## src/casgen_defines.vh

```
`ifndef CASGEN_DEFINES_VH
`define CASGEN_DEFINES_VH

// ----------------------------------------
// Register byte offsets
// ----------------------------------------
`define CASGEN_ADDR_CTRL     8'h00
`define CASGEN_ADDR_TOS      8'h04
`define CASGEN_ADDR_PT       8'h08
`define CASGEN_ADDR_RPT      8'h0C
`define CASGEN_ADDR_REF      8'h10
`define CASGEN_ADDR_STATUS   8'h14
`define CASGEN_ADDR_SEQ      8'h18
`define CASGEN_ADDR_TS       8'h1C
`define CASGEN_ADDR_DST_IP   8'h20
`define CASGEN_ADDR_SRC_IP   8'h24
`define CASGEN_ADDR_PORT     8'h28

// ----------------------------------------
// Field positions
// ----------------------------------------
`define CASGEN_CTRL_EN       0
`define CASGEN_CTRL_RTP      1
`define CASGEN_CTRL_PTCHK    2
`define CASGEN_CTRL_SETUP    3
`define CASGEN_ST_CFGERR     0
`define CASGEN_ST_BURST      1

// ----------------------------------------
// Reset values and codes
// ----------------------------------------
`define CASGEN_FT_SIG        2'h3
`define CASGEN_RST_DATA_PT   7'h60
`define CASGEN_RST_SIG_PT    7'h61
`define CASGEN_RST_PEER_PT   7'h61
`define CASGEN_RST_RPT_MS    16'h0005
`define CASGEN_RST_REF_MS    16'h1388
`define CASGEN_BURST_LEN     2'h3

// ----------------------------------------
// Timing
// ----------------------------------------
`define CASGEN_CLK_PERIOD_NS 4
`define CASGEN_MS_NS         1000000
`define CASGEN_TS_NS         125000
`define CASGEN_MS_CYCLES     (`CASGEN_MS_NS / `CASGEN_CLK_PERIOD_NS)
`define CASGEN_TS_CYCLES     (`CASGEN_TS_NS / `CASGEN_CLK_PERIOD_NS)

`endif

```

## src/casgen_sig_framer.v

```verilog
// The register addresses and register access over APB were left to the implementer.
`timescale 1ns/1ns
`include "casgen_defines.vh"

// ----------------------------------------
// Packet FIFO
// ----------------------------------------
module casgen_fifo #(
    parameter WIDTH = 32,
    parameter DEPTH = 4,
    parameter AW    = 2
) (
    // Clock and reset
    input  wire             pclk,
    input  wire             presetn,
    // Fill side
    input  wire             s_valid,
    output wire             s_ready,
    input  wire [WIDTH-1:0] s_data,
    // Drain side
    output wire             m_valid,
    input  wire             m_ready,
    output wire [WIDTH-1:0] m_data
);
    reg [WIDTH-1:0] mem [0:DEPTH-1];
    reg [AW-1:0]    wptr;
    reg [AW-1:0]    rptr;
    reg [AW:0]      count;
    wire            push;
    wire            pop;

    assign s_ready = (count != DEPTH[AW:0]);
    assign m_valid = (count != {(AW+1){1'b0}});
    assign m_data  = mem[rptr];
    assign push    = s_valid & s_ready;
    assign pop     = m_valid & m_ready;

    // Storage has no reset; only pointers and count need a defined value
    always @(posedge pclk) begin
        if (push) begin
            mem[wptr] <= s_data;
        end
    end

    // Pointers wrap at DEPTH, which need not be a power of two
    always @(posedge pclk or negedge presetn) begin
        if (!presetn) begin
            wptr  <= {AW{1'b0}};
            rptr  <= {AW{1'b0}};
            count <= {(AW+1){1'b0}};
        end else begin
            if (push) begin
                wptr <= (wptr == DEPTH[AW-1:0] - 1'b1) ? {AW{1'b0}} : wptr + 1'b1;
            end
            if (pop) begin
                rptr <= (rptr == DEPTH[AW-1:0] - 1'b1) ? {AW{1'b0}} : rptr + 1'b1;
            end
            count <= count + {{AW{1'b0}}, push} - {{AW{1'b0}}, pop};
        end
    end
endmodule // casgen_fifo

// ----------------------------------------
// Signaling packet framer
// ----------------------------------------
module casgen_sig_framer #(
    parameter SLOTS     = 24,
    parameter MS_CYCLES = `CASGEN_MS_CYCLES,
    parameter TS_CYCLES = `CASGEN_TS_CYCLES,
    parameter PBITS     = ((SLOTS + 1) / 2) * 8,
    parameter WBITS     = 72 + PBITS
) (
    // Clock and reset
    input  wire               pclk,
    input  wire               presetn,
    // APB slave
    input  wire               psel,
    input  wire               penable,
    input  wire               pwrite,
    input  wire [7:0]         paddr,
    input  wire [31:0]        pwdata,
    output reg  [31:0]        prdata,
    output reg                pready,
    output reg                pslverr,
    // Line status and signaling in
    input  wire [4*SLOTS-1:0] cas_signal_bits,
    input  wire               loss_of_frames,
    input  wire               remote_frame_loss,
    // Data packet header request
    input  wire               data_pkt_req,
    output reg                data_hdr_valid,
    output reg  [15:0]        data_hdr_seq,
    output reg  [31:0]        data_hdr_ts,
    output reg  [7:0]         data_hdr_tos,
    output reg  [6:0]         data_hdr_pt,
    // Shared flow identity
    output reg                flow_rtp_en,
    output reg  [31:0]        flow_dst_ip,
    output reg  [31:0]        flow_src_ip,
    output reg  [15:0]        flow_dst_port,
    // Signaling packet stream
    output reg                sig_valid,
    input  wire               sig_ready,
    output reg  [WBITS-1:0]   sig_data,
    // Received signaling
    input  wire               rx_valid,
    input  wire [6:0]         rx_pt,
    input  wire [PBITS-1:0]   rx_payload,
    output reg  [4*SLOTS-1:0] rx_cas_bits
);
    localparam ST_IDLE  = 1'b0;
    localparam ST_BURST = 1'b1;

    // ----------------------------------------
    // Declarations
    // ----------------------------------------
    reg              enable;
    reg              ptchk;
    reg  [7:0]       data_tos;
    reg  [7:0]       sig_tos;
    reg  [6:0]       data_pt;
    reg  [6:0]       sig_pt;
    reg  [6:0]       peer_pt;
    reg  [15:0]      rpt_ms;
    reg  [15:0]      ref_ms;
    reg              cfg_err;
    reg  [7:0]       bad_cnt;
    reg  [15:0]      data_seq;
    reg  [15:0]      sig_seq;
    reg  [31:0]      ts;
    reg  [31:0]      ms_div;
    reg  [31:0]      ts_div;
    reg              ms_tick;
    reg              setup_pulse;
    reg  [4*SLOTS-1:0] cas_prev;
    reg              lof_prev;
    reg              rfl_prev;
    reg              state;
    reg  [1:0]       left;
    reg              due;
    reg  [15:0]      ivl;
    reg  [15:0]      ref_cnt;
    reg  [4*SLOTS-1:0] snap;
    wire [PBITS-1:0] pay;
    reg              rx_ok;
    wire             wr_en;
    wire             rd_setup;
    wire             event_now;
    wire             push;
    wire             fifo_ready;
    wire             f_valid;
    wire [WBITS-1:0] f_data;
    wire [WBITS-1:0] word;
    wire             pt_write_bad;
    integer          k;

    // Known register offsets
    function mapped;
        input [7:0] a;
        begin
            mapped = (a <= `CASGEN_ADDR_PORT) && (a[1:0] == 2'h0);
        end
    endfunction

    // ----------------------------------------
    // APB slave
    // ----------------------------------------
    assign wr_en    = psel & penable & pready & pwrite & mapped(paddr);
    assign rd_setup = psel & ~penable;
    assign pt_write_bad = wr_en && (paddr == `CASGEN_ADDR_PT) &&
                          (pwdata[6:0] == pwdata[14:8]);

    // One wait-free access phase: ready rises in the cycle after setup
    always @(posedge pclk or negedge presetn) begin
        if (!presetn) begin
            pready  <= 1'b0;
            pslverr <= 1'b0;
            prdata  <= 32'h0000_0000;
        end else begin
            pready  <= rd_setup;
            pslverr <= rd_setup & ~mapped(paddr);
            prdata  <= 32'h0000_0000;
            if (rd_setup && !pwrite) begin
                case (paddr)
                    `CASGEN_ADDR_CTRL:   prdata <= {29'h0, ptchk, flow_rtp_en, enable};
                    `CASGEN_ADDR_TOS:    prdata <= {16'h0, sig_tos, data_tos};
                    `CASGEN_ADDR_PT:     prdata <= {9'h0, peer_pt, 1'b0, sig_pt, 1'b0, data_pt};
                    `CASGEN_ADDR_RPT:    prdata <= {16'h0, rpt_ms};
                    `CASGEN_ADDR_REF:    prdata <= {16'h0, ref_ms};
                    `CASGEN_ADDR_STATUS: prdata <= {16'h0, bad_cnt, 4'h0, left,
                                                    state, cfg_err};
                    `CASGEN_ADDR_SEQ:    prdata <= {sig_seq, data_seq};
                    `CASGEN_ADDR_TS:     prdata <= ts;
                    `CASGEN_ADDR_DST_IP: prdata <= flow_dst_ip;
                    `CASGEN_ADDR_SRC_IP: prdata <= flow_src_ip;
                    `CASGEN_ADDR_PORT:   prdata <= {16'h0, flow_dst_port};
                    default:             prdata <= 32'h0000_0000;
                endcase
            end
        end
    end

    // Configuration registers
    always @(posedge pclk or negedge presetn) begin
        if (!presetn) begin
            enable        <= 1'b0;
            flow_rtp_en   <= 1'b0;
            ptchk         <= 1'b0;
            setup_pulse   <= 1'b0;
            data_tos      <= 8'h00;
            sig_tos       <= 8'h00;
            data_pt       <= `CASGEN_RST_DATA_PT;
            sig_pt        <= `CASGEN_RST_SIG_PT;
            peer_pt       <= `CASGEN_RST_PEER_PT;
            rpt_ms        <= `CASGEN_RST_RPT_MS;
            ref_ms        <= `CASGEN_RST_REF_MS;
            cfg_err       <= 1'b0;
            flow_dst_ip   <= 32'h0000_0000;
            flow_src_ip   <= 32'h0000_0000;
            flow_dst_port <= 16'h0000;
        end else begin
            setup_pulse <= 1'b0;
            // Refused write keeps old data and signaling types but still takes the peer type; set beats a same-cycle clear
            if (wr_en && paddr == `CASGEN_ADDR_STATUS && pwdata[`CASGEN_ST_CFGERR]) begin
                cfg_err <= 1'b0;
            end
            if (pt_write_bad) begin
                cfg_err <= 1'b1;
            end
            if (wr_en) begin
                case (paddr)
                    `CASGEN_ADDR_CTRL: begin
                        enable      <= pwdata[`CASGEN_CTRL_EN];
                        flow_rtp_en <= pwdata[`CASGEN_CTRL_RTP];
                        ptchk       <= pwdata[`CASGEN_CTRL_PTCHK];
                        setup_pulse <= pwdata[`CASGEN_CTRL_SETUP];
                    end
                    `CASGEN_ADDR_TOS: begin
                        data_tos <= pwdata[7:0];
                        sig_tos  <= pwdata[15:8];
                    end
                    `CASGEN_ADDR_PT: begin
                        if (!pt_write_bad) begin
                            data_pt <= pwdata[6:0];
                            sig_pt  <= pwdata[14:8];
                        end
                        peer_pt <= pwdata[22:16];
                    end
                    `CASGEN_ADDR_RPT: rpt_ms <= (pwdata[15:0] == 16'h0) ? 16'h0001
                                                                    : pwdata[15:0];
                    `CASGEN_ADDR_REF: ref_ms <= (pwdata[15:0] == 16'h0) ? 16'h0001
                                                                    : pwdata[15:0];
                    `CASGEN_ADDR_DST_IP: flow_dst_ip <= pwdata;
                    `CASGEN_ADDR_SRC_IP: flow_src_ip <= pwdata;
                    `CASGEN_ADDR_PORT:   flow_dst_port <= pwdata[15:0];
                    default: ;
                endcase
            end
        end
    end

    // ----------------------------------------
    // Timebases
    // ----------------------------------------
    // Millisecond tick and a shared timestamp for both packet kinds
    always @(posedge pclk or negedge presetn) begin
        if (!presetn) begin
            ms_div  <= 32'h0000_0000;
            ts_div  <= 32'h0000_0000;
            ms_tick <= 1'b0;
            ts      <= 32'h0000_0000;
        end else begin
            ms_tick <= (ms_div == MS_CYCLES - 1);
            ms_div  <= (ms_div == MS_CYCLES - 1) ? 32'h0000_0000 : ms_div + 32'h1;
            ts_div  <= (ts_div == TS_CYCLES - 1) ? 32'h0000_0000 : ts_div + 32'h1;
            if (ts_div == TS_CYCLES - 1) begin
                ts <= ts + 32'h1;
            end
        end
    end

    // ----------------------------------------
    // Data packet headers
    // ----------------------------------------
    // Own sequence space; timestamp is the very same register
    always @(posedge pclk or negedge presetn) begin
        if (!presetn) begin
            data_seq       <= 16'h0000;
            data_hdr_valid <= 1'b0;
            data_hdr_seq   <= 16'h0000;
            data_hdr_ts    <= 32'h0000_0000;
            data_hdr_tos   <= 8'h00;
            data_hdr_pt    <= 7'h00;
        end else begin
            data_hdr_valid <= data_pkt_req;
            if (data_pkt_req) begin
                data_seq     <= data_seq + 16'h1;
                data_hdr_seq <= data_seq;
                data_hdr_ts  <= ts;
                data_hdr_tos <= data_tos;
                data_hdr_pt  <= flow_rtp_en ? data_pt : 7'h00;
            end
        end
    end

    // ----------------------------------------
    // Change events
    // ----------------------------------------
    // Clears are falling edges of the defect inputs
    assign event_now = enable & (setup_pulse | (cas_signal_bits != cas_prev) |
                                 (lof_prev & ~loss_of_frames) |
                                 (rfl_prev & ~remote_frame_loss));

    always @(posedge pclk or negedge presetn) begin
        if (!presetn) begin
            cas_prev <= {(4*SLOTS){1'b0}};
            lof_prev <= 1'b0;
            rfl_prev <= 1'b0;
        end else begin
            cas_prev <= cas_signal_bits;
            lof_prev <= loss_of_frames;
            rfl_prev <= remote_frame_loss;
        end
    end

    // ----------------------------------------
    // Payload packing
    // ----------------------------------------
    genvar gi;
    generate
        for (gi = 0; gi < SLOTS; gi = gi + 1) begin : g_pack
            assign pay[PBITS-1-4*gi -: 4] = snap[4*gi +: 4];
        end
        if (SLOTS % 2 == 1) begin : g_pad
            assign pay[3:0] = 4'h0;
        end
    endgenerate

    // Header: type, rtp, pt, tos, seq, ts, 6 spare bits, then payload
    assign word = {`CASGEN_FT_SIG, flow_rtp_en, (flow_rtp_en ? sig_pt : 7'h00),
                   sig_tos, sig_seq, ts, 6'h00, pay};

    // ----------------------------------------
    // Burst and refresh scheduler
    // ----------------------------------------
    assign push = (state == ST_BURST) & due & fifo_ready & ~event_now;

    // A full FIFO stalls the send until space opens
    always @(posedge pclk or negedge presetn) begin
        if (!presetn) begin
            state   <= ST_IDLE;
            left    <= 2'h0;
            due     <= 1'b0;
            ivl     <= 16'h0000;
            ref_cnt <= 16'h0000;
            snap    <= {(4*SLOTS){1'b0}};
            sig_seq <= 16'h0000;
        end else if (!enable) begin
            state   <= ST_IDLE;
            left    <= 2'h0;
            due     <= 1'b0;
            ivl     <= 16'h0000;
            ref_cnt <= 16'h0000;
        end else if (event_now) begin
            state   <= ST_BURST;
            snap    <= cas_signal_bits;
            left    <= `CASGEN_BURST_LEN;
            due     <= 1'b1;
            ivl     <= 16'h0000;
            ref_cnt <= 16'h0000;
        end else begin
            case (state)
                ST_IDLE: begin
                    if (ms_tick) begin
                        if (ref_cnt + 16'h1 >= ref_ms) begin
                            state   <= ST_BURST;
                            snap    <= cas_signal_bits;
                            left    <= 2'h1;
                            due     <= 1'b1;
                            ref_cnt <= 16'h0000;
                        end else begin
                            ref_cnt <= ref_cnt + 16'h1;
                        end
                    end
                end
                ST_BURST: begin
                    if (push) begin
                        sig_seq <= sig_seq + 16'h1;
                        left    <= left - 2'h1;
                        due     <= 1'b0;
                        ivl     <= 16'h0000;
                        if (left == 2'h1) begin
                            state   <= ST_IDLE;
                            ref_cnt <= 16'h0000;
                        end
                    end else if (ms_tick && !due) begin
                        if (ivl + 16'h1 >= rpt_ms) begin
                            due <= 1'b1;
                            ivl <= 16'h0000;
                        end else begin
                            ivl <= ivl + 16'h1;
                        end
                    end
                end
                default: state <= ST_IDLE;
            endcase
        end
    end

    // ----------------------------------------
    // Outgoing buffer and output stage
    // ----------------------------------------
    casgen_fifo #(
        .WIDTH (WBITS),
        .DEPTH (4),
        .AW    (2)
    ) u_fifo (
        .pclk    (pclk),
        .presetn (presetn),
        .s_valid (push),
        .s_ready (fifo_ready),
        .s_data  (word),
        .m_valid (f_valid),
        .m_ready (~sig_valid | sig_ready),
        .m_data  (f_data)
    );

    // Output register so the stream leaves straight from flops
    always @(posedge pclk or negedge presetn) begin
        if (!presetn) begin
            sig_valid <= 1'b0;
            sig_data  <= {WBITS{1'b0}};
        end else if (!sig_valid || sig_ready) begin
            sig_valid <= f_valid;
            if (f_valid) begin
                sig_data <= f_data;
            end
        end
    end

    // ----------------------------------------
    // Receive side hold
    // ----------------------------------------
    always @* begin
        rx_ok = rx_valid & ~(ptchk & flow_rtp_en & (rx_pt != peer_pt));
    end

    // Bits change only on an accepted packet, else last value holds
    always @(posedge pclk or negedge presetn) begin
        if (!presetn) begin
            rx_cas_bits <= {(4*SLOTS){1'b0}};
            bad_cnt     <= 8'h00;
        end else begin
            if (rx_valid && !rx_ok && bad_cnt != 8'hFF) begin
                bad_cnt <= bad_cnt + 8'h1;
            end
            if (rx_ok) begin
                for (k = 0; k < SLOTS; k = k + 1) begin
                    rx_cas_bits[4*k +: 4] <= rx_payload[PBITS-1-4*k -: 4];
                end
            end
        end
    end
endmodule // casgen_sig_framer

```

## config.mk

```make
export PLATFORM = sky130hd
export DESIGN_NAME = casgen_sig_framer
export DESIGN_NICKNAME = d
export VERILOG_FILES = /design/src/casgen_sig_framer.v
export VERILOG_INCLUDE_DIRS = /design/src /design/src/src
export SDC_FILE = /design/constraint.sdc
export NUM_CORES = 2
export LEC_CHECK = 0
export ABC_AREA = 1
export BUFFER_PORTS_ARGS = -buffer_cell sky130_fd_sc_hd__buf_4
export CAP_MARGIN = 20
export CORE_ASPECT_RATIO = 1.1
export CORE_MARGIN = 2
export CORE_UTILIZATION = 53
export DETAILED_ROUTE_END_ITERATION = 10
export GPL_ROUTABILITY_DRIVEN = 0
export HOLD_SLACK_MARGIN = 0.06
export PLACE_DENSITY = 0.76
export SKIP_CTS_REPAIR_TIMING = 1
export SLEW_MARGIN = 25
export SYNTH_ARGS = -nofsm -noshare
export SYNTH_HDL_FRONTEND = slang
export SYNTH_SLANG_ARGS = --single-unit
```

## constraint.sdc

```tcl
create_clock -name pclk -period 9 [get_ports pclk]
set_input_delay 1.35 -clock pclk [delete_from_list [all_inputs] [get_ports pclk]]
set_output_delay 1.35 -clock pclk [all_outputs]
set_load 0.01 [all_outputs]
```

==> impl_metrics.csv <==
group,metric,value,unit
outcome,status,"completed",
synth,synthArstFlopShare,58.01,%
detailed_routing,first_pass_iters,6,
place,port_buffers,686,
place,dpl_cell_area,69280,um2
synth,synth_area_leader_cell,"dfrtp_1",
timing,rsz0062_at_grt,"no",
finish,layout-drive-gt1-share,17.78,%
timing,fin_crit,4827,ps
floorplanning,die-area,121300,um2
grt,first_global_vias,45106,
critical_path,r2r-end,"snap[69]",
grt,top_usage_layer,"met2",
critical_path,cp-start-kind,"primary input",
clock_network,clk_latency,790,ps
synth,syn_area_per_cell,10.51,um2
grt,antenna_found_initial,5,
finish,nets,6902,
hold_path,hold_end,"data_seq[15]",
critical_path,cp_slowest_cell,"buf_4",
pwr,pwr_density_cell,249.8,nW/um2
synth,synth_area,62800,um2
detailed_routing,drt_iter0_drc,4646,
floorplanning,start_util,53.41,%
grt,grt_first_pass_wirelength,276.4,mm
grt,met1_usage,37.86,%
clock_network,clkTransAtPathRegs,60,ps
synth,synth-edff-count,640,
place,post-dp-hpwl,126.4,mm
detailed_routing,wl_per_cell,22.49,um
critical_path,arrival,5220,ps
synth,synthCells,5978,
detailed_routing,drc,0,
detailed_routing,wl,186.2,mm
synth,ys_types,58,
clock_network,cts_root_buffer,"clkbuf_16",
hold_path,hp-class,"reg -> reg",
critical_path,path_buf_inv,5,
synth,synth_ff_type,"dfrtp_1",
synth,synth.most_common_cell,"nor2_1",
critical_path,cp-end-kind,"flop",
synth,synth_seq_cells,1524,
grt,use_met2,48.17,%
clock_network,clockBufferDepth,3,
critical_path,crit_chain,"buf_4 > inv_1 > nand2_1 > nand2_1 > nand2_1 > nor2_1 > nand2_1 > nor2_2 > nand3_4 > o21ai_4 > buf_4 > nand2_2 > nor2_4 > buf_4 > buf_4",
detailed_routing,ant_nets,0,
synth,synth_area_leaders,"dfrtp_1 (35%), edfxtp_1 (31%), nor2_1 (6.6%)",
synth,yosysSeqAreaShare,65.85,%
hold_path,worstHoldStart,"data_seq[15]",
detailed_routing,via_count,46570,
critical_path,cp_slowest_stage_delay,780,ps
critical_path,crit_type,"in -> reg",
pwr,fin_total_pwr,18.57,mW
finish,fillers,9010,
timing,finalCritPeriodShare,53.64,%
floorplanning,die_w,332.2,um
timing,maxSlewHeadroom,29.65,%
clock_network,cts_tree,"yes",
critical_path,critPathTopFamily,"buffers and inverters",
synth,synth_common_cells,"nor2_1 (1111), nand2_1 (923), dfrtp_1 (869)",
pwr,cellLeakagePower,32.55,nW
critical_path,path_max_fanout,51,
clock_network,cts_max_level,4,
floorplanning,ios,693,
floorplanning,die_h,365.0,um
finish,area_growth,18.42,%
floorplanning,rows,132,
timing,tns,0,ps
flow_run,drv_cap,0,
critical_path,critical_path_cell_count,15,
grt,grt_usage,30.23,%
grt,grt_max_degree,203,
timing,setup_viol_count_final,0,
grt,gr-total-overflow,0,
timing,final_hold_viol_count,0,
timing,maxSlewViolCount,0,
timing,fmax,207.2,MHz
clock_network,cts_buffers,155,
grt,use_met3,7.214,%
detailed_routing,vias_per_cell,5.625,
critical_path,r2r_setup_slack,4190,ps
critical_path,r2r_cells,17,
finish,final_area,74370,um2
synth,yosys_warnings,0,
hold_path,holdPathStages,1,
synth,synth_top_area_share,34.62,%
timing,finalClockSkew,33.62,ps
clock_network,cts_sinks,1524,
critical_path,required,9390,ps
timing,tightest_slew,1055,ps
pwr,ir_drop,0.3059,mV
critical_path,rr_startpoint,"ref_cnt[2]",
floorplanning,core,117600,um2
==> state kept, by name, indices dropped and copies added, names as in the netlist, 96 cells and up <==
register and flops:
sig_data 161, cas_prev 96, u_fifo.mem 640, rx_cas_bits 96
snap 96
==> report_power, final <==
group | switching, mW | internal, mW | total, mW | leakage [nW]
registers | 0.520 | 7.76 | 8.28 | 16.3
clock network | 2.72 | 3.69 | 6.41 | 2.49
logic | 2.46 | 1.43 | 3.88 | 13.8
==> cells by family after synthesis <==
family / after synthesis / share of synthesized area (%)
xor gates and xnor gates: 164 / 2.287
other: 1 / 0.005971
DFF: 1524 / 65.85
muxes: 104 / 1.865
and+or+nand+nor: 2369 / 15.47
adders and majority gates: 50 / 1.008
AOI/OAI and AO/OA: 951 / 8.417
buffers and inverters: 815 / 5.096
==> through the flow <==
step / hold slack (ps) / utilization [%] / setup slack (ps) / std cells
3_3_place_gp: 446.0 / 58.91 / 3441 / 7987
5_1_grt: 483.9 / 63.24 / 3934 / 8278
6_report: 471.9 / 63.24 / 4173 / 8279
4_1_cts: 470.0 / 63.21 / 3953 / 8275
3_5_place_dp: 458.0 / 58.92 / 3379 / 7987
2_1_floorplan: 425.1 / - / -609.9 / 5983
==> layout by cell type (no fill, tap or decap), types with 69 or more instances in the layout <==
master     netlist  routed
nor2_1        1111    1105
nand2_1        923     921
dfrtp_1        869     867
buf_4           20     723
edfxtp_1       640     640
o21ai_0        540     540
inv_1          522     519
a31oi_1        163     163
clkbuf_16        0     159
xor2_1         128     128
nand3_1        120     120
mux2_2         104     104
a21oi_1        103     102
nand4_1         81      81
o22ai_1         69      69
==> final cells by class <==
cell class / instances / area (um2) / share of cell area [%]
antenna: 4 / 10.01 / 0.01346
clock buffer: 217 / 4447 / 5.979
clock inverter: 71 / 605.6 / 0.8143
inverter: 546 / 2063 / 2.774
multi-input combinational: 3644 / 18360 / 24.68
sequential: 1524 / 41370 / 55.62
tap: 1541 / 1928 / 2.593
timing repair buffer: 732 / 5594 / 7.522
==> per-layer routing <==
metal / vias to the layer above / wire, um
met5: - / 27
met4: 4 / 11760
met3: 493 / 15790
met2: 2106 / 88170
met1: 22819 / 70420
li1: 21148 / -
==> worst max path at each step <==
stage / startpoint / to
final: cas_signal_bits[23] / u_fifo.mem[3][17]
after global routing: ref_cnt[2] / snap[44]
after CTS: ref_cnt[2] / snap[44]
after detailed placement: cas_signal_bits[75] / u_fifo.mem[3][34]
after global placement: cas_signal_bits[83] / u_fifo.mem[3][19]
after floorplan: cas_signal_bits[43] / u_fifo.mem[0][0]
No activity file was read; power rests on OpenSTA's default activity.
